==> config.mk <==
export PLATFORM = sky130hd
export DESIGN_NAME = atf_task_file_port
export DESIGN_NICKNAME = d
export VERILOG_FILES = /design/src/rtl/atf_pkg.sv /design/src/rtl/atf_task_file_port.sv
export SDC_FILE = /design/constraint.sdc
export NUM_CORES = 1
export LEC_CHECK = 0
export BUFFER_PORTS_ARGS = -buffer_cell sky130_fd_sc_hd__buf_2
export CORE_UTILIZATION = 45
export DETAILED_ROUTE_END_ITERATION = 16
export PLACE_DENSITY = 0.66
export SYNTH_ARGS = -nofsm -noshare
export SYNTH_HDL_FRONTEND = slang
export SYNTH_HIERARCHICAL = 1
export SYNTH_SLANG_ARGS = --single-unit
export TNS_END_PERCENT = 20
==> constraint.sdc <==
create_clock -name ref_clk -period 3.4 [get_ports ref_clk]
set_input_delay 0 -clock ref_clk [delete_from_list [all_inputs] [get_ports ref_clk]]
set_output_delay 0 -clock ref_clk [all_outputs]
set_load 0.01 [all_outputs]
==> src/rtl/atf_pkg.sv <==
// Constants, carriers and state codes for the task file register port.
// Assumes one 40 MHz clock and a synchronous active-high reset.
//
// Contract
// Command block, DA 0..7: data, error/feature, count, address bytes, status/command.
// Control block DA 6 reads alternate status, writes device control; others silent.
// Host never asserts both chip selects; that address is invalid.
// Obsolete control address 7 gets no read response, so bit 7 is never driven.
// From command write until ending status, busy or data request stays set.
// While busy or data request is set, only those two status bits mean anything.
// Host writes no command block register while busy or data request is set.
// Busy and data request clear within 400 ns of the final PIO word.
// LBA bits come from sector number, cylinder low, high and device/head nibble.
// Even data byte is mirrored at offset 08h, odd data byte at 09h.
// Error/feature is mirrored at 0Dh, low lane, or high lane at 0Ch/0Dh.
// Even byte on D7-D0 at 0h/8h; both enables low moves a whole word.
// Odd byte on D7-D0 at 9h, or on D15-D8 with only CE2# low.
// Reset and diagnostics load count 01h, number 01h, cylinders 00h, head A0h.
// Only the device matching the DEV bit executes a written command.
// Pending interrupt clears on reset, SRST, command write or status read; a status read on the D15-D8 lane leaves it set.
// Alternate status reads like status but changes no state.
// Data bus is driven only during a read of a decoded readable address.
package atf_pkg;

   // ====================================================================
   // Timing
   localparam int CLK_PERIOD_NS = 25;
   localparam int CLEAR_LIMIT_NS = 400;
   // Longest time, so it rounds down; the logic clears three clock edges after the strobe rises.
   localparam int CLEAR_LIMIT_CYC = CLEAR_LIMIT_NS / CLK_PERIOD_NS;

   // ====================================================================
   // Offsets on the unified byte map
   localparam logic [3:0] OFF_DATA = 4'h0;
   localparam logic [3:0] OFF_ERRFEAT = 4'h1;
   localparam logic [3:0] OFF_COUNT = 4'h2;
   localparam logic [3:0] OFF_SECNUM = 4'h3;
   localparam logic [3:0] OFF_CYLLO = 4'h4;
   localparam logic [3:0] OFF_CYLHI = 4'h5;
   localparam logic [3:0] OFF_DEVHEAD = 4'h6;
   localparam logic [3:0] OFF_STATCMD = 4'h7;
   localparam logic [3:0] OFF_DUP_EVEN = 4'h8;
   localparam logic [3:0] OFF_DUP_ODD = 4'h9;
   localparam logic [3:0] OFF_ERRFEAT_COPY = 4'hd;
   localparam logic [3:0] OFF_ALTCTL = 4'he;
   localparam logic [2:0] ATA_CTL_DA = 3'h6;

   // ====================================================================
   // Values after reset and diagnostics
   localparam logic [7:0] RST_COUNT = 8'h01;
   localparam logic [7:0] RST_SECNUM = 8'h01;
   localparam logic [7:0] RST_CYLLO = 8'h00;
   localparam logic [7:0] RST_CYLHI = 8'h00;
   localparam logic [7:0] RST_DEVHEAD = 8'ha0;

   // ====================================================================
   // Field positions and opcodes
   localparam int DEVHEAD_DEV_BIT = 4;
   localparam int DEVCTL_SRST_BIT = 2;
   localparam int DEVCTL_NIEN_BIT = 1;
   localparam int STAT_BSY_BIT = 7;
   localparam int STAT_DRDY_BIT = 6;
   localparam int STAT_DSC_BIT = 4;
   localparam int STAT_DRQ_BIT = 3;
   localparam int STAT_ERR_BIT = 0;
   localparam logic [7:0] CMD_DIAG = 8'h90;
   localparam int FIFO_WIDTH = 16;
   localparam int FIFO_DEPTH = 8;

   // ====================================================================
   // Carriers
   typedef struct packed {
      logic cs0_n;
      logic cs1_n;
      logic [2:0] da;
      logic dior_n;
      logic diow_n;
      logic ce1_n;
      logic ce2_n;
      logic [3:0] addr;
      logic [15:0] dd;
   } atf_pins_type;

   typedef struct packed {
      logic [7:0] opcode;
      logic [7:0] features;
      logic [7:0] count;
      logic [27:0] lba;
   } atf_task_type;

   typedef enum logic [2:0] {
      PH_IDLE = 3'h1,
      PH_BUSY = 3'h2,
      PH_XFER = 3'h4
   } atf_phase_type;

endpackage

==> src/rtl/atf_task_file_port.sv <==
// Task file register port and its write data FIFO.
// Host pins arrive asynchronously and are synchronised here; the command
// engine side runs on ref_clk.
`timescale 1ns/100ps

// ========================================================================
// Write data FIFO
module atf_fifo #(
   parameter int WIDTH = 16,
   parameter int DEPTH = 8
) (
   input wire logic ref_clk,
   input wire logic srst,
   input wire logic in_valid,
   output logic in_ready,
   input wire logic [WIDTH-1:0] in_data,
   output logic out_valid,
   input wire logic out_ready,
   output logic [WIDTH-1:0] out_data
);
   localparam int AW = $clog2(DEPTH);

   typedef struct packed {
      logic [DEPTH-1:0][WIDTH-1:0] mem;
      logic [AW-1:0] wp;
      logic [AW-1:0] rp;
      logic [AW:0] cnt;
      logic ov;
      logic [WIDTH-1:0] od;
   } atf_fifo_state_type;

   atf_fifo_state_type r;
   atf_fifo_state_type n;
   logic do_in;
   logic do_out;

   assign in_ready = r.cnt != (AW+1)'(DEPTH);
   // Registered copies keep the stream outputs straight from flip-flops.
   assign out_valid = r.ov;
   assign out_data = r.od;

   always_comb begin
      n = r;
      do_in = in_valid && in_ready;
      do_out = out_valid && out_ready;
      if (do_in) begin
         n.mem[r.wp] = in_data;
         n.wp = (r.wp == AW'(DEPTH - 1)) ? '0 : r.wp + AW'(1);
      end
      if (do_out) begin
         n.rp = (r.rp == AW'(DEPTH - 1)) ? '0 : r.rp + AW'(1);
      end
      n.cnt = r.cnt + (AW+1)'(do_in) - (AW+1)'(do_out);
      if (srst) begin
         n = '0;
      end
      n.ov = n.cnt != '0;
      n.od = n.mem[n.rp];
   end

   always_ff @(posedge ref_clk) begin
      r <= n;
   end
endmodule

// ========================================================================
// Register port
module atf_task_file_port
   import atf_pkg::*;
(
   input wire logic ref_clk,
   input wire logic srst,
   input wire logic pcc_mode,
   input wire logic dev_id,
   input wire atf_pins_type pins,
   output logic [15:0] dd_out,
   output logic [1:0] dd_oe,
   output logic intrq,
   output atf_task_type task_out,
   output logic cmd_valid,
   input wire logic xfer_start,
   input wire logic xfer_read,
   input wire logic [15:0] xfer_words,
   input wire logic cmd_done,
   input wire logic [7:0] cmd_err_code,
   input wire logic rd_valid,
   input wire logic [15:0] rd_data,
   output logic rd_ready,
   output logic wd_valid,
   output logic [15:0] wd_data,
   input wire logic wd_ready
);

   typedef struct packed {
      atf_pins_type s1;
      atf_pins_type s2;
      logic [1:0] mode_s;
      logic [1:0] dev_s;
      logic dior_d;
      logic diow_d;
      logic acc_lo;
      logic acc_hi;
      logic acc_dw;
      logic [3:0] acc_loff;
      logic [3:0] acc_hoff;
      logic [15:0] acc_dd;
      atf_phase_type phase;
      logic [7:0] feat;
      logic [7:0] err;
      logic err_flag;
      logic [7:0] count;
      logic [7:0] secnum;
      logic [7:0] cyllo;
      logic [7:0] cylhi;
      logic [7:0] devhead;
      logic [7:0] opcode;
      logic [7:0] devctl;
      logic [7:0] wr_lo;
      logic [15:0] words_left;
      logic xfer_rd;
      logic pend;
      logic [15:0] dd_out;
      logic [1:0] dd_oe;
      logic intrq;
      logic cmd_valid;
      logic rd_ready;
      logic push;
      logic [15:0] push_data;
   } atf_top_type;

   atf_top_type r;
   atf_top_type n;
   logic fifo_in_ready;

   function automatic atf_top_type with_defaults(input atf_top_type x);
      atf_top_type y;
      y = x;
      y.count = RST_COUNT;
      y.secnum = RST_SECNUM;
      y.cyllo = RST_CYLLO;
      y.cylhi = RST_CYLHI;
      y.devhead = RST_DEVHEAD;
      return y;
   endfunction

   // Bit 8 of the result tells whether the offset answers a read at all.
   function automatic logic [8:0] rd_byte(input logic [3:0] off,
      input atf_top_type x, input logic [7:0] stat,
      input logic [15:0] rdat);
      case (off)
         OFF_DATA, OFF_DUP_EVEN: return {1'b1, rdat[7:0]};
         OFF_DUP_ODD: return {1'b1, rdat[15:8]};
         OFF_ERRFEAT, OFF_ERRFEAT_COPY: return {1'b1, x.err};
         OFF_COUNT: return {1'b1, x.count};
         OFF_SECNUM: return {1'b1, x.secnum};
         OFF_CYLLO: return {1'b1, x.cyllo};
         OFF_CYLHI: return {1'b1, x.cylhi};
         OFF_DEVHEAD: return {1'b1, x.devhead};
         OFF_STATCMD, OFF_ALTCTL: return {1'b1, stat};
         default: return 9'h000;
      endcase
   endfunction

   atf_fifo #(
      .WIDTH(FIFO_WIDTH),
      .DEPTH(FIFO_DEPTH)
   ) u_fifo (
      .ref_clk(ref_clk),
      .srst(srst),
      .in_valid(r.push),
      .in_ready(fifo_in_ready),
      .in_data(r.push_data),
      .out_valid(wd_valid),
      .out_ready(wd_ready),
      .out_data(wd_data)
   );

   logic acc_ok;
   logic lo_en;
   logic hi_en;
   logic data_word;
   logic [3:0] lo_off;
   logic [3:0] hi_off;
   logic [8:0] lo_r;
   logic [8:0] hi_r;
   logic drq;
   logic bsy;
   logic [7:0] stat;
   logic dior_rise;
   logic diow_rise;
   logic do_push;
   logic do_cmd;
   logic lane_en;
   logic [3:0] lane_off;
   logic [7:0] lane_val;
   logic [15:0] push_word;
   logic [7:0] cmd_byte;
   atf_pins_type p;

   always_comb begin
      n = r;
      p = r.s2;
      n.s1 = pins;
      n.s2 = r.s1;
      n.mode_s = {r.mode_s[0], pcc_mode};
      n.dev_s = {r.dev_s[0], dev_id};
      n.dior_d = p.dior_n;
      n.diow_d = p.diow_n;
      n.cmd_valid = 1'b0;
      n.rd_ready = 1'b0;
      n.push = 1'b0;
      acc_ok = 1'b0;
      lo_en = 1'b0;
      hi_en = 1'b0;
      data_word = 1'b0;
      lo_off = OFF_DATA;
      hi_off = OFF_ERRFEAT;
      do_push = 1'b0;
      do_cmd = 1'b0;
      lane_en = 1'b0;
      lane_off = OFF_DATA;
      lane_val = 8'h00;
      push_word = 16'h0000;
      cmd_byte = 8'h00;

      // ==================================================================
      // Address decode onto one byte map for both access styles.
      if (!r.mode_s[1]) begin
         if (!p.cs0_n && p.cs1_n) begin
            acc_ok = 1'b1;
            lo_en = 1'b1;
            lo_off = {1'b0, p.da};
            hi_en = p.da == OFF_DATA[2:0];
            data_word = hi_en;
         end else if (p.cs0_n && !p.cs1_n && p.da == ATA_CTL_DA) begin
            acc_ok = 1'b1;
            lo_en = 1'b1;
            lo_off = OFF_ALTCTL;
         end
         // Both selects, other control addresses and DA 7 stay silent.

      end else begin
         lo_en = !p.ce1_n;
         hi_en = !p.ce2_n;
         acc_ok = lo_en || hi_en;
         lo_off = hi_en ? {p.addr[3:1], 1'b0} : p.addr;
         hi_off = {p.addr[3:1], 1'b1};
         data_word = lo_en && hi_en && p.addr[2:1] == 2'h0;
      end

      // ==================================================================
      // Status. Only the busy and request bits are trustworthy while either
      // is set; DRDY still follows !bsy, DSC stays set and ERR shows err_flag. R6
      drq = r.phase == PH_XFER && (r.xfer_rd ? rd_valid : fifo_in_ready);
      bsy = r.phase == PH_BUSY || (r.phase == PH_XFER && !drq);
      stat = 8'h00;
      stat[STAT_BSY_BIT] = bsy;
      stat[STAT_DRDY_BIT] = !bsy;
      stat[STAT_DSC_BIT] = 1'b1;
      stat[STAT_DRQ_BIT] = drq;
      stat[STAT_ERR_BIT] = r.err_flag;

      lo_r = rd_byte(lo_off, r, stat, rd_data);
      hi_r = data_word ? {1'b1, rd_data[15:8]} :
         rd_byte(hi_off, r, stat, rd_data);
      n.dd_out = {hi_r[7:0], lo_r[7:0]};
      n.dd_oe = p.dior_n ? 2'h0 :
         {acc_ok && hi_en && hi_r[8], acc_ok && lo_en && lo_r[8]};

      // Decode and data are captured while a strobe is low and kept after it rises, because the
      // synchronised address may already move by the time the rising
      // edge is seen.
      if (!p.dior_n || !p.diow_n) begin
         n.acc_lo = acc_ok && lo_en;
         n.acc_hi = acc_ok && hi_en;
         n.acc_dw = acc_ok && data_word;
         n.acc_loff = lo_off;
         n.acc_hoff = hi_off;
         n.acc_dd = p.dd;
      end
      dior_rise = p.dior_n && !r.dior_d;
      diow_rise = p.diow_n && !r.diow_d;

      // ==================================================================
      // Read side effects.
      if (dior_rise) begin
         if (r.acc_lo && r.acc_loff == OFF_STATCMD) begin
            n.pend = 1'b0;
         end
         if ((r.acc_dw || (r.acc_hi && r.acc_hoff == OFF_DUP_ODD) ||
             (r.acc_lo && r.acc_loff == OFF_DUP_ODD)) &&
             r.phase == PH_XFER && r.xfer_rd && rd_valid) begin
            n.rd_ready = 1'b1;
            n.words_left = r.words_left - 16'h0001;
            if (r.words_left == 16'h0001) begin
               n.phase = PH_IDLE;
               n.pend = 1'b1;
            end
         end
      end

      // ==================================================================
      // Writes: data-word accesses push the whole word, others go one byte lane at a time.
      if (diow_rise) begin
         if (r.acc_dw) begin
            do_push = 1'b1;
            push_word = r.acc_dd;
         end else begin
            for (int l = 0; l < 2; l++) begin
               lane_en = (l == 0) ? r.acc_lo : r.acc_hi;
               lane_off = (l == 0) ? r.acc_loff : r.acc_hoff;
               lane_val = (l == 0) ? r.acc_dd[7:0] : r.acc_dd[15:8];
               if (lane_en) begin
                  case (lane_off)
                     OFF_DATA, OFF_DUP_EVEN: n.wr_lo = lane_val;
                     OFF_DUP_ODD: begin
                        do_push = 1'b1;
                        push_word = {lane_val, n.wr_lo};
                     end
                     OFF_ERRFEAT, OFF_ERRFEAT_COPY: n.feat = lane_val;
                     OFF_COUNT: n.count = lane_val;
                     OFF_SECNUM: n.secnum = lane_val;
                     OFF_CYLLO: n.cyllo = lane_val;
                     OFF_CYLHI: n.cylhi = lane_val;
                     OFF_DEVHEAD: n.devhead = lane_val;
                     OFF_STATCMD: begin
                        do_cmd = 1'b1;
                        cmd_byte = lane_val;
                     end
                     OFF_ALTCTL: n.devctl = lane_val;
                     default: n.wr_lo = n.wr_lo;
                  endcase
               end
            end
         end
      end

      // Words arriving with the FIFO full are dropped; the request bit is
      // already low then, so a well-behaved host never sends them.
      if (do_push && r.phase == PH_XFER && !r.xfer_rd && fifo_in_ready) begin
         n.push = 1'b1;
         n.push_data = push_word;
         n.words_left = r.words_left - 16'h0001;
         if (r.words_left == 16'h0001) begin
            n.phase = PH_IDLE;
            n.pend = 1'b1;
         end
      end
      if (do_cmd) begin
         n.pend = 1'b0;
         if (n.devhead[DEVHEAD_DEV_BIT] == r.dev_s[1]) begin
            n.opcode = cmd_byte;
            n.phase = PH_BUSY;
            n.cmd_valid = 1'b1;
            n.err_flag = 1'b0;
         end
      end

      // ==================================================================
      // Command engine side.
      if (r.phase == PH_BUSY && xfer_start) begin
         n.xfer_rd = xfer_read;
         n.words_left = xfer_words;
         n.phase = (xfer_words == 16'h0000) ? PH_IDLE : PH_XFER;
         n.pend = n.pend || xfer_read;
      end
      if (r.phase != PH_IDLE && cmd_done) begin
         n.phase = PH_IDLE;
         n.err = cmd_err_code;
         n.err_flag = cmd_err_code != 8'h00;
         n.pend = 1'b1;
         if (r.opcode == CMD_DIAG) begin
            n = with_defaults(n);
         end
      end
      if (r.devctl[DEVCTL_SRST_BIT]) begin
         n.phase = PH_IDLE;
         n.pend = 1'b0;
         n = with_defaults(n);
      end
      n.intrq = n.pend && !r.devctl[DEVCTL_NIEN_BIT] &&
         r.devhead[DEVHEAD_DEV_BIT] == r.dev_s[1];

      if (srst) begin
         n = '0;
         n.s1 = pins;
         n.s2 = r.s1;
         n.mode_s = {r.mode_s[0], pcc_mode};
         n.dev_s = {r.dev_s[0], dev_id};
         n.dior_d = 1'b1;
         n.diow_d = 1'b1;
         n.phase = PH_IDLE;
         n = with_defaults(n);
      end
   end

   always_ff @(posedge ref_clk) begin
      r <= n;
   end

   assign dd_out = r.dd_out;
   assign dd_oe = r.dd_oe;
   assign intrq = r.intrq;
   assign cmd_valid = r.cmd_valid;
   assign rd_ready = r.rd_ready;
   assign task_out = {r.opcode, r.feat, r.count, r.devhead[3:0], r.cylhi,
      r.cyllo, r.secnum};
endmodule

# After elaboration in Yosys (flattened, before gate mapping)

Cells that the tools add are included.
Widths: inputs -> output; s select.

Output and inout bits: 90
Bits in registers: 386
Bits of input ports: 78
Word-level logic and storage cells: 306

Equality and inequality tests: 55
Magnitude comparators: 3
Mux-type cells: 112
Add/subtract/negate cells: 5
Reductions and logical operators: 68

Operators by type and width:

| operator            | count |
|---|---|
| $mux 140            | 2 |
| $mux 16             | 15 |
| $mux 8              | 28 |
| $pmux 9 s9          | 2 |
| $mux 40             | 4 |
| $mux 155            | 1 |
| $mux 131            | 1 |
| $bwmux 128          | 1 |
| $mux 120            | 1 |
| $eq 4x3->1 const B  | 16 |
| $eq 4x4->1 const B  | 16 |
| $bmux 16 s3         | 1 |
| $demux 16 s3        | 1 |
| $mux 3              | 12 |
| $mux 1              | 34 |
| $eq 4x2->1 const B  | 8 |
| $logic_and 1x1->1   | 30 |
| $mux 27             | 1 |
| $reduce_or 2->1     | 11 |
| $mux 18             | 1 |
| $mux 17             | 1 |
| $eq 16x1->1 const B | 1 |
| $eq 4x1->1 const B  | 4 |
| $logic_not 16->1    | 1 |
| other kinds (22)    | 50 |

# Depth between registers and ports, before layout

Gate-level depths: netlist (run 1).

Depth after elaboration: 19
Mapped depth: 13
Gate-level depth less buffers: 13

# Hierarchy

The synthesis (run 1) kept the hierarchy.

By module, submodules not included:

| module             | seq. area each (um^2) | times used | area an instance (um^2) | cells each |
|---|---|---|---|---|
| atf_task_file_port | 4504.3                | 1          | 10047.1                 | 1144 |
| atf_fifo           | 3103.0                | 1          | 6500.0                  | 667 |

# Least setup slack after synthesis (run 1)

No wires, ideal clock.

Path kind: reg2reg
Start point: register u_fifo/r[19] in the netlist's numbering
End point: register u_fifo.r (netlist bit u_fifo/out_valid)
Cell stages (with the launch flop): 14
Data required time: 3266 ps
Setup time: 134 ps
Clock period less this slack: 2798 ps
Slack: 602 ps
Buffers on the path: 0
Arrival: 2664 ps
Cells stage by stage: dfxtp_1 -> inv_1 -> ha_1 -> nor3b_4 -> inv_1 -> nand2_1 -> ha_1 -> inv_1 -> ha_1 -> a21o_1 -> a21oi_1 -> xor2_1 -> nor2_1 -> or4_1

RTL lines:

| what                   | RTL line                 | RTL |
|---|---|---|
| start, declared        | atf_task_file_port.sv:32 | `atf_fifo_state_type r;` |
| start signal, assigned | atf_task_file_port.sv:62 | `r <= n;` |

==> impl_metrics.env, run 1 <==
export IMPL_drt_iter0_markers=1116
export IMPL_hp_class="input port to flip-flop"
export IMPL_cp_data_required_time_ns=3.89
export IMPL_yosys_warnings=6
export IMPL_syn_cell_area_um2=16500
export IMPL_path_class="flip-flop to flip-flop"
export IMPL_synth_edf_count=0
export IMPL_fmax_ghz=0.321
export IMPL_clk_path_buf_depth=3
export IMPL_syn_inst=1811
export IMPL_fp_row_count=69
export IMPL_cts_inserted_buffers=40
export IMPL_crit_top_cell="inv_1"
export IMPL_root_buffer="clkbuf_16"
export IMPL_fp_dieH_um=194
export IMPL_wirelength_um=47300
export IMPL_yosys_area_top_type="dfxtp_1"
export IMPL_grt_start_max_net_pins=111
export IMPL_critical_path_max_fanout=13
export IMPL_firstDrtPassIters=8
export IMPL_hpwl_um=30700
export IMPL_p_per_area_nw_per_um2=525
export IMPL_cp_slowest_cell="dlygate4sd3_1"
export IMPL_synth_flop_cell="dfxtp_1"
export IMPL_clk_pin_slew_ns=0.06
export IMPL_vias=13900
export IMPL_layout_cells_most_common="dfxtp_1"
export IMPL_die_width_um=194
export IMPL_syn_num_nets=1901
export IMPL_gp_congestion=0.923
export IMPL_synthTopCellsByArea="dfxtp_1 46%, mux2i_1 11%, nor2_1 6.2%"
export IMPL_synth_seq_cells=380
export IMPL_start_kind="flip-flop"
export IMPL_finalCritPeriodShare=0.915
export IMPL_dieArea_um2=37500
export IMPL_ir_drop_v=0.000492
export IMPL_relSlewSlack=0.263
export IMPL_final_nets=2009
export IMPL_leakage_nw=7.63
export IMPL_placed_cells_incl_taps=2240
export IMPL_p_total_mw=10.1
export IMPL_hold_slack_ns=0.0418
export IMPL_io_pins=168
export IMPL_area_delta_synth_final_pct=16.3
export IMPL_initial_core_util=0.461
export IMPL_cts_max_level=2
export IMPL_drv_slew=0
export IMPL_ys_types=87
export IMPL_finalNonFillerCells=2411
export IMPL_finalSetupViolCount=0
export IMPL_grt_ovfl_total=0
export IMPL_worst_pin_slew_ns=1.11
export IMPL_drive_gt1_frac=0.162
export IMPL_worst_path_buf_inv=4
export IMPL_cap_violations=0
export IMPL_pre_cts_slack_ns=0.433
export IMPL_hold_viol=0
export IMPL_rsz0062_at_grt="false"
export IMPL_crit_family="simple AND/OR/NAND/NOR gates"
export IMPL_post_cts_buffers=0
export IMPL_slowest_delay_ns=0.58
export IMPL_via_per_inst=5.75
export IMPL_drcViolationCount=0
export IMPL_period_needed_ns=3.11
export IMPL_wire_per_inst_um=19.6
export IMPL_async_reset_ff_frac=0
export IMPL_layout_common_cells="380 x dfxtp_1, 274 x nor2_1, 178 x mux2i_1"
export IMPL_end_kind="flip-flop"
export IMPL_run_status="finished clean"
export IMPL_yosysSeqAreaShare=0.460
export IMPL_io_buffers=167
export IMPL_fin_ws_ns=0.289
export IMPL_tns_ns=0
export IMPL_antenna_cells=0
export IMPL_antenna_found_initial=0
export IMPL_yosys_area_top_type_share=0.460
export IMPL_grt_pass1_vias=13300
export IMPL_crit_chain="inv_1, ha_1, nor3b_4, inv_1, buf_4, and4bb_2, o221ai_4, and2_1, o21ai_0, a31oi_1, dlygate4sd3_1"
export IMPL_core_um2=35900
export IMPL_cts_tree="yes"
export IMPL_clk_latency_ns=0.55
export IMPL_arrival_ns=3.60
export IMPL_gr_usage_all_layers=0.246
export IMPL_drt_antenna_violating_nets=0
export IMPL_grt_pass1_wl_um=73700
export IMPL_cts_num_sinks=380
export IMPL_synth_avg_cell_area_um2=9.14
export IMPL_skew_ns=0.0145
power by group:
part	switching (mW)	internal [mW]	total (mW)	leakage [nW]
Combinational	0.535	0.328	0.863	3.86
Sequential	0.118	4.56	4.68	3.09
Clock	1.82	2.74	4.56	0.681
Total	2.48	7.63	10.1	7.63
path summary, 6_finish.rpt:
path         slack, ns         start   endpoint  depth (start not counted)
max               0.29  u_fifo/r[19]      r[44]                         11
max reg2reg       0.29  u_fifo/r[19]      r[44]                         11
min reg2reg       0.32        r[227]      p[25]                          0
min               0.04    rd_data[6]  dd_out[6]                          5
worst reg2reg max path, delay by kind of cell (launching register included):
family | cells | cell delay, ns
simple gates | 3 | 0.97
compound gates | 3 | 0.70
fa+ha+maj | 1 | 0.15
buf+inv | 4 | 0.95
flops | 1 | 0.30
cell families (layout without fill, tap and decap cells):
logic type | count (synthesis) | count (layout) | share of synthesized area
flops | 380 | 380 | 0.460
mux | 182 | 182 | 0.110
fa+ha+maj | 12 | 12 | 0.00953
buf+inv | 242 | 381 | 0.0837
simple gates | 592 | 592 | 0.166
compound gates | 394 | 394 | 0.166
xor+xnor | 9 | 9 | 0.00476
final cells by class:
class                   count  area [um^2]
well taps                 461          577
clock buffers              57         1190
repair buffers            294         2040
fillers                  3323        16700
clock inverters            16          193
inverters                  14         52.6
multi-input cells        1189         7590
flip-flops and latches    380         7610
routing by layer:
metal / routed length [um] / track usage / vias to the layer above
met5: 0 / 0 / -
met4: 1610 / 0.0969 / 0
met3: 3120 / 0.0391 / 120
met2: 22400 / 0.417 / 561
met1: 20200 / 0.312 / 6612
li1: - / - / 6570
state kept, by name, summed over array words and instances (netlist names):
signal / count
cmd_valid: 1
dd_oe: 2
dd_out: 16
intrq: 1
p: 29
r: 123
rd_ready: 1
task_out: 52
u_fifo/out_data: 16
u_fifo/out_valid: 1
u_fifo/r: 138
repair_timing:
item / 4_1_cts / 5_1_grt
resized for setup: 0 / 1
hold endpoints to repair: 140 / 0
setup endpoints to repair: 0 / 1
hold buffers: 98 / 0
Yosys cell counts, drive strengths merged, types with 4 or more instances:
cell     number
dfxtp       380
nor2        278
mux2i       178
nand2       158
buf         143
a21oi        91
clkbuf       85
o22ai        74
a211oi       57
a31oi        38
nand3        30
o21ai        21
a22oi        19
a311oi       19
o22a         17
nor3         16
inv          14
nor2b        14
and2         12
nor3b        12
ha           11
or2          10
or3          10
a222oi        8
and3          8
nor4          8
a22o          7
a221oi        6
nand2b        6
nand3b        6
o211ai        6
xor2          5
a2111oi       4
a32oi         4
and4bb        4
mux2          4
xnor2         4
through the flow:
stage	utilization	cell area, um^2
3_5_place_dp	0.470	16900
5_1_grt	0.536	19200
3_3_place_gp	0.470	16900
6_report	0.536	19200
2_1_floorplan	-	16500
4_1_cts	0.536	19200
Power figures use the tool's default switching activity.
==> inputs of run 2 (changes only) <==
--- a/config.mk
+++ b/config.mk
@@ -6,6 +6,7 @@
 export NUM_CORES = 1
 export LEC_CHECK = 0
 export BUFFER_PORTS_ARGS = -buffer_cell sky130_fd_sc_hd__buf_2
+export CORE_MARGIN = 2
 export CORE_UTILIZATION = 45
 export DETAILED_ROUTE_END_ITERATION = 16
 export PLACE_DENSITY = 0.66
==> impl_metrics.env, run 2 (synthesis gave the netlist of run 1 again) <==
export IMPL_final_nets=1993
export IMPL_drcViolationCount=0
export IMPL_firstDrtPassIters=7
export IMPL_cap_violations=0
export IMPL_r2r_start="u_fifo/r[19]"
export IMPL_hold_depth=3
export IMPL_skew_ns=0.0222
export IMPL_fin_ws_ns=0.326
export IMPL_relSlewSlack=0.308
export IMPL_layout_common_cells="380 x dfxtp_1, 274 x nor2_1, 178 x mux2i_1"
export IMPL_cp_slowest_cell="dlygate4sd3_1"
export IMPL_arrival_ns=3.57
export IMPL_hold_viol=0
export IMPL_layout_cells_most_common="dfxtp_1"
export IMPL_initial_core_util=0.454
export IMPL_rrSetupSlack_ns=0.33
export IMPL_wire_per_inst_um=19.7
export IMPL_grt_pass1_vias=13400
export IMPL_placed_area_um2=16900
export IMPL_hp_class="input port to flip-flop"
export IMPL_holdBufCountCts=82
export IMPL_io_buffers=167
export IMPL_vias=13700
export IMPL_worst_pin_slew_ns=1.04
export IMPL_grt_ovfl_total=0
export IMPL_crit_chain="inv_1, ha_1, nor3b_4, inv_1, buf_4, and4bb_2, o221ai_2, or2_2, o211ai_1, a21oi_1, dlygate4sd3_1"
export IMPL_stdcell_area_um2=19100
export IMPL_clk_path_buf_depth=3
export IMPL_post_cts_buffers=0
export IMPL_crit_top_cell="inv_1"
export IMPL_period_needed_ns=3.07
export IMPL_dieArea_um2=38300
export IMPL_pre_cts_slack_ns=0.533
export IMPL_via_per_inst=5.72
export IMPL_largest_reg_flops=138
export IMPL_cts_inserted_buffers=41
export IMPL_end_kind="flip-flop"
export IMPL_drive_gt1_frac=0.164
export IMPL_critical_path_max_fanout=13
export IMPL_run_status="finished clean"
export IMPL_fp_row_count=70
export IMPL_leakage_nw=7.52
export IMPL_gr_usage_all_layers=0.244
export IMPL_fmax_ghz=0.325
export IMPL_cts_max_level=2
export IMPL_cp_data_required_time_ns=3.90
export IMPL_slowest_delay_ns=0.57
export IMPL_path_class="flip-flop to flip-flop"
export IMPL_regMostFlops="u_fifo/r"
export IMPL_p_per_area_nw_per_um2=533
export IMPL_fillers=3338
export IMPL_wirelength_um=47200
export IMPL_grt_pass1_wl_um=74100
export IMPL_io_pins=168
export IMPL_regToRegEndpoint="r[47]"
export IMPL_grt_start_max_net_pins=103
export IMPL_clk_latency_ns=0.57
export IMPL_post_cts_resized=0
export IMPL_min_to="rd_ready"
export IMPL_antenna_cells=0
export IMPL_cts_num_sinks=380
export IMPL_root_buffer="clkbuf_16"
export IMPL_gp_congestion=0.952
export IMPL_start_kind="flip-flop"
export IMPL_core_um2=36400
export IMPL_clk_pin_slew_ns=0.06
export IMPL_drt_iter0_markers=1182
export IMPL_finalCritPeriodShare=0.904
export IMPL_die_width_um=196
export IMPL_area_delta_synth_final_pct=15.6
export IMPL_finalNonFillerCells=2400
export IMPL_utilization=0.525
export IMPL_placed_cells_incl_taps=2246
export IMPL_hpwl_um=30500
export IMPL_finalSetupViolCount=0
export IMPL_antenna_found_initial=0
export IMPL_fp_dieH_um=196
export IMPL_rsz0062_at_grt="false"
export IMPL_hold_slack_ns=0.0272
export IMPL_min_from="rd_valid"
export IMPL_tns_ns=0
export IMPL_r2r_cells=11
export IMPL_ir_drop_v=0.000417
export IMPL_drt_antenna_violating_nets=0
export IMPL_cts_tree="yes"
export IMPL_drv_slew=0
export IMPL_p_total_mw=10.2
## run 2: cell type report
class                   count  area, um^2  area share
inverters                  14        52.6     0.00275
clock inverters            18         258      0.0135
multi-input cells        1189        7580       0.396
repair buffers            277        1870      0.0980
flip-flops and latches    380        7610       0.398
clock buffers              54        1160      0.0609
well taps                 468         586      0.0306
## run 2: power breakdown
group | switching, mW | internal, mW
clock network | 1.84 | 2.81
registers | 0.122 | 4.56
logic | 0.535 | 0.327
total | 2.50 | 7.70
## run 2: metal layers
metal  part of all wire  up-vias  global-route usage
met4              0.036        0               0.101
met1               0.42     6536               0.309
met2               0.48      535               0.416
li1                   -     6527                   -
met5                  0        -                   0
met3              0.065      124              0.0373
## run 2: how the worst max path moves through the flow
stage,start,endpoint,slack [ns],depth (start not counted)
2_1_floorplan,u_fifo/r[19],u_fifo/out_valid,0.60,13
3_3_place_gp,u_fifo/r[19],u_fifo/out_valid,0.57,13
3_5_place_dp,u_fifo/r[19],u_fifo/out_valid,0.53,13
4_1_cts,u_fifo/r[19],r[47],0.37,11
5_1_grt,u_fifo/r[19],r[47],0.12,11
6_report,u_fifo/r[19],r[47],0.33,11
## run 2: critical path, delay by kind of cell, from the launching register on
| family | cells | cell delay [ns] |
|---|---|---|
| adders and majority gates | 1 | 0.14 |
| DFF | 1 | 0.29 |
| buffers and inverters | 4 | 0.93 |
| AOI/OAI and AO/OA | 3 | 0.77 |
| and+or+nand+nor | 3 | 0.87 |
==> inputs of run 3 (changes only) <==
--- a/config.mk
+++ b/config.mk
@@ -10,6 +10,7 @@
 export CORE_UTILIZATION = 45
 export DETAILED_ROUTE_END_ITERATION = 16
 export PLACE_DENSITY = 0.66
+export RECOVER_POWER = 25
 export SYNTH_ARGS = -nofsm -noshare
 export SYNTH_HDL_FRONTEND = slang
 export SYNTH_HIERARCHICAL = 1
==> impl_metrics.env, run 3 (synthesis gave the netlist of run 1 again) <==
export IMPL_layout_cells_most_common="dfxtp_1"
export IMPL_leakage_nw=7.29
export IMPL_cts_tree="yes"
export IMPL_cts_max_level=2
export IMPL_regMostFlops="u_fifo/r"
export IMPL_hp_class="input port to flip-flop"
export IMPL_skew_ns=0.0230
export IMPL_gp_congestion=0.952
export IMPL_clk_path_buf_depth=3
export IMPL_path_class="flip-flop to flip-flop"
export IMPL_drt_antenna_violating_nets=0
export IMPL_end_kind="flip-flop"
export IMPL_die_width_um=196
export IMPL_dieArea_um2=38300
export IMPL_p_per_area_nw_per_um2=535
export IMPL_fmax_ghz=0.326
export IMPL_finalCritPeriodShare=0.903
export IMPL_via_per_inst=5.68
export IMPL_drcViolationCount=0
export IMPL_fin_ws_ns=0.328
export IMPL_layout_common_cells="380 x dfxtp_1, 274 x nor2_1, 178 x mux2i_1"
export IMPL_p_total_mw=10.2
export IMPL_placed_area_um2=16900
export IMPL_rsz0062_at_grt="false"
export IMPL_antenna_cells=0
export IMPL_io_buffers=167
export IMPL_fp_row_count=70
export IMPL_post_cts_buffers=0
export IMPL_core_um2=36400
export IMPL_period_needed_ns=3.07
export IMPL_cts_inserted_buffers=41
export IMPL_fp_dieH_um=196
export IMPL_hpwl_um=30500
export IMPL_drv_slew=0
export IMPL_finalNonFillerCells=2400
export IMPL_root_buffer="clkbuf_16"
export IMPL_drt_iter0_markers=1203
export IMPL_vias=13600
export IMPL_grt_pass1_vias=13400
export IMPL_pre_cts_slack_ns=0.533
export IMPL_utilization=0.523
export IMPL_cap_violations=0
export IMPL_cts_num_sinks=380
export IMPL_firstDrtPassIters=7
export IMPL_grt_start_max_net_pins=103
export IMPL_hold_viol=0
export IMPL_gr_usage_all_layers=0.244
export IMPL_finalSetupViolCount=0
export IMPL_critical_path_max_fanout=13
export IMPL_drive_gt1_frac=0.135
export IMPL_run_status="finished clean"
export IMPL_placed_cells_incl_taps=2246
export IMPL_io_pins=168
export IMPL_grt_ovfl_total=0
export IMPL_grt_pass1_wl_um=74100
export IMPL_largest_reg_flops=138
export IMPL_cp_data_required_time_ns=3.90
export IMPL_tns_ns=0
export IMPL_antenna_found_initial=0
export IMPL_start_kind="flip-flop"
export IMPL_arrival_ns=3.57
export IMPL_stdcell_area_um2=19100
export IMPL_final_nets=1993
export IMPL_ir_drop_v=0.000417
export IMPL_wirelength_um=47100
export IMPL_clk_pin_slew_ns=0.06
export IMPL_area_delta_synth_final_pct=15.1
export IMPL_clk_latency_ns=0.57
export IMPL_relSlewSlack=0.311
export IMPL_worst_pin_slew_ns=1.03
export IMPL_wire_per_inst_um=19.6
export IMPL_initial_core_util=0.454
export IMPL_hold_slack_ns=0.0245
[run 3: area by class of cell]
class | instances | area, um^2
clock inverters | 18 | 258
fillers | 3369 | 17400
well taps | 468 | 586
repair buffers | 277 | 1800
inverters | 14 | 52.6
clock buffers | 54 | 1160
flip-flops and latches | 380 | 7610
multi-input cells | 1189 | 7580
[run 3: critical path, stage by stage (launching register included)]
cell and delay [ns]:
dfxtp_1 0.29, inv_1 0.07, ha_1 0.14, nor3b_4 0.37, inv_1 0.10, buf_4 0.19, and4bb_2 0.24, o221ai_2 0.51
or2_2 0.26, o211ai_1 0.09, a21oi_1 0.16, dlygate4sd3_1 0.57
[run 3: where the power goes]
group | switching [mW] | internal [mW]
Clock | 1.84 | 2.81
Sequential | 0.122 | 4.56
Combinational | 0.536 | 0.323
[run 3: routing by layer]
metal | wire length [um] | part of all wire | global-route usage | vias to the layer above
met3 | 3240 | 0.069 | 0.0373 | 128
met1 | 19700 | 0.42 | 0.309 | 6438
met4 | 1790 | 0.038 | 0.101 | 0
li1 | - | - | - | 6523
met5 | 0 | 0 | 0 | -
met2 | 22400 | 0.48 | 0.416 | 544
[run 3: what timing repair did]
action	CTS	global route
gates resized for setup	0	0
hold buffers	82	0
hold endpoints to repair	145	0
[run 3: worst paths after layout]
path	cells past startpoint	to	startpoint	slack, ns
min	5	dd_out[6]	rd_data[6]	0.02
min reg2reg	0	p[24]	r[226]	0.32
max	11	r[47]	u_fifo/r[19]	0.33
max reg2reg	11	r[47]	u_fifo/r[19]	0.33
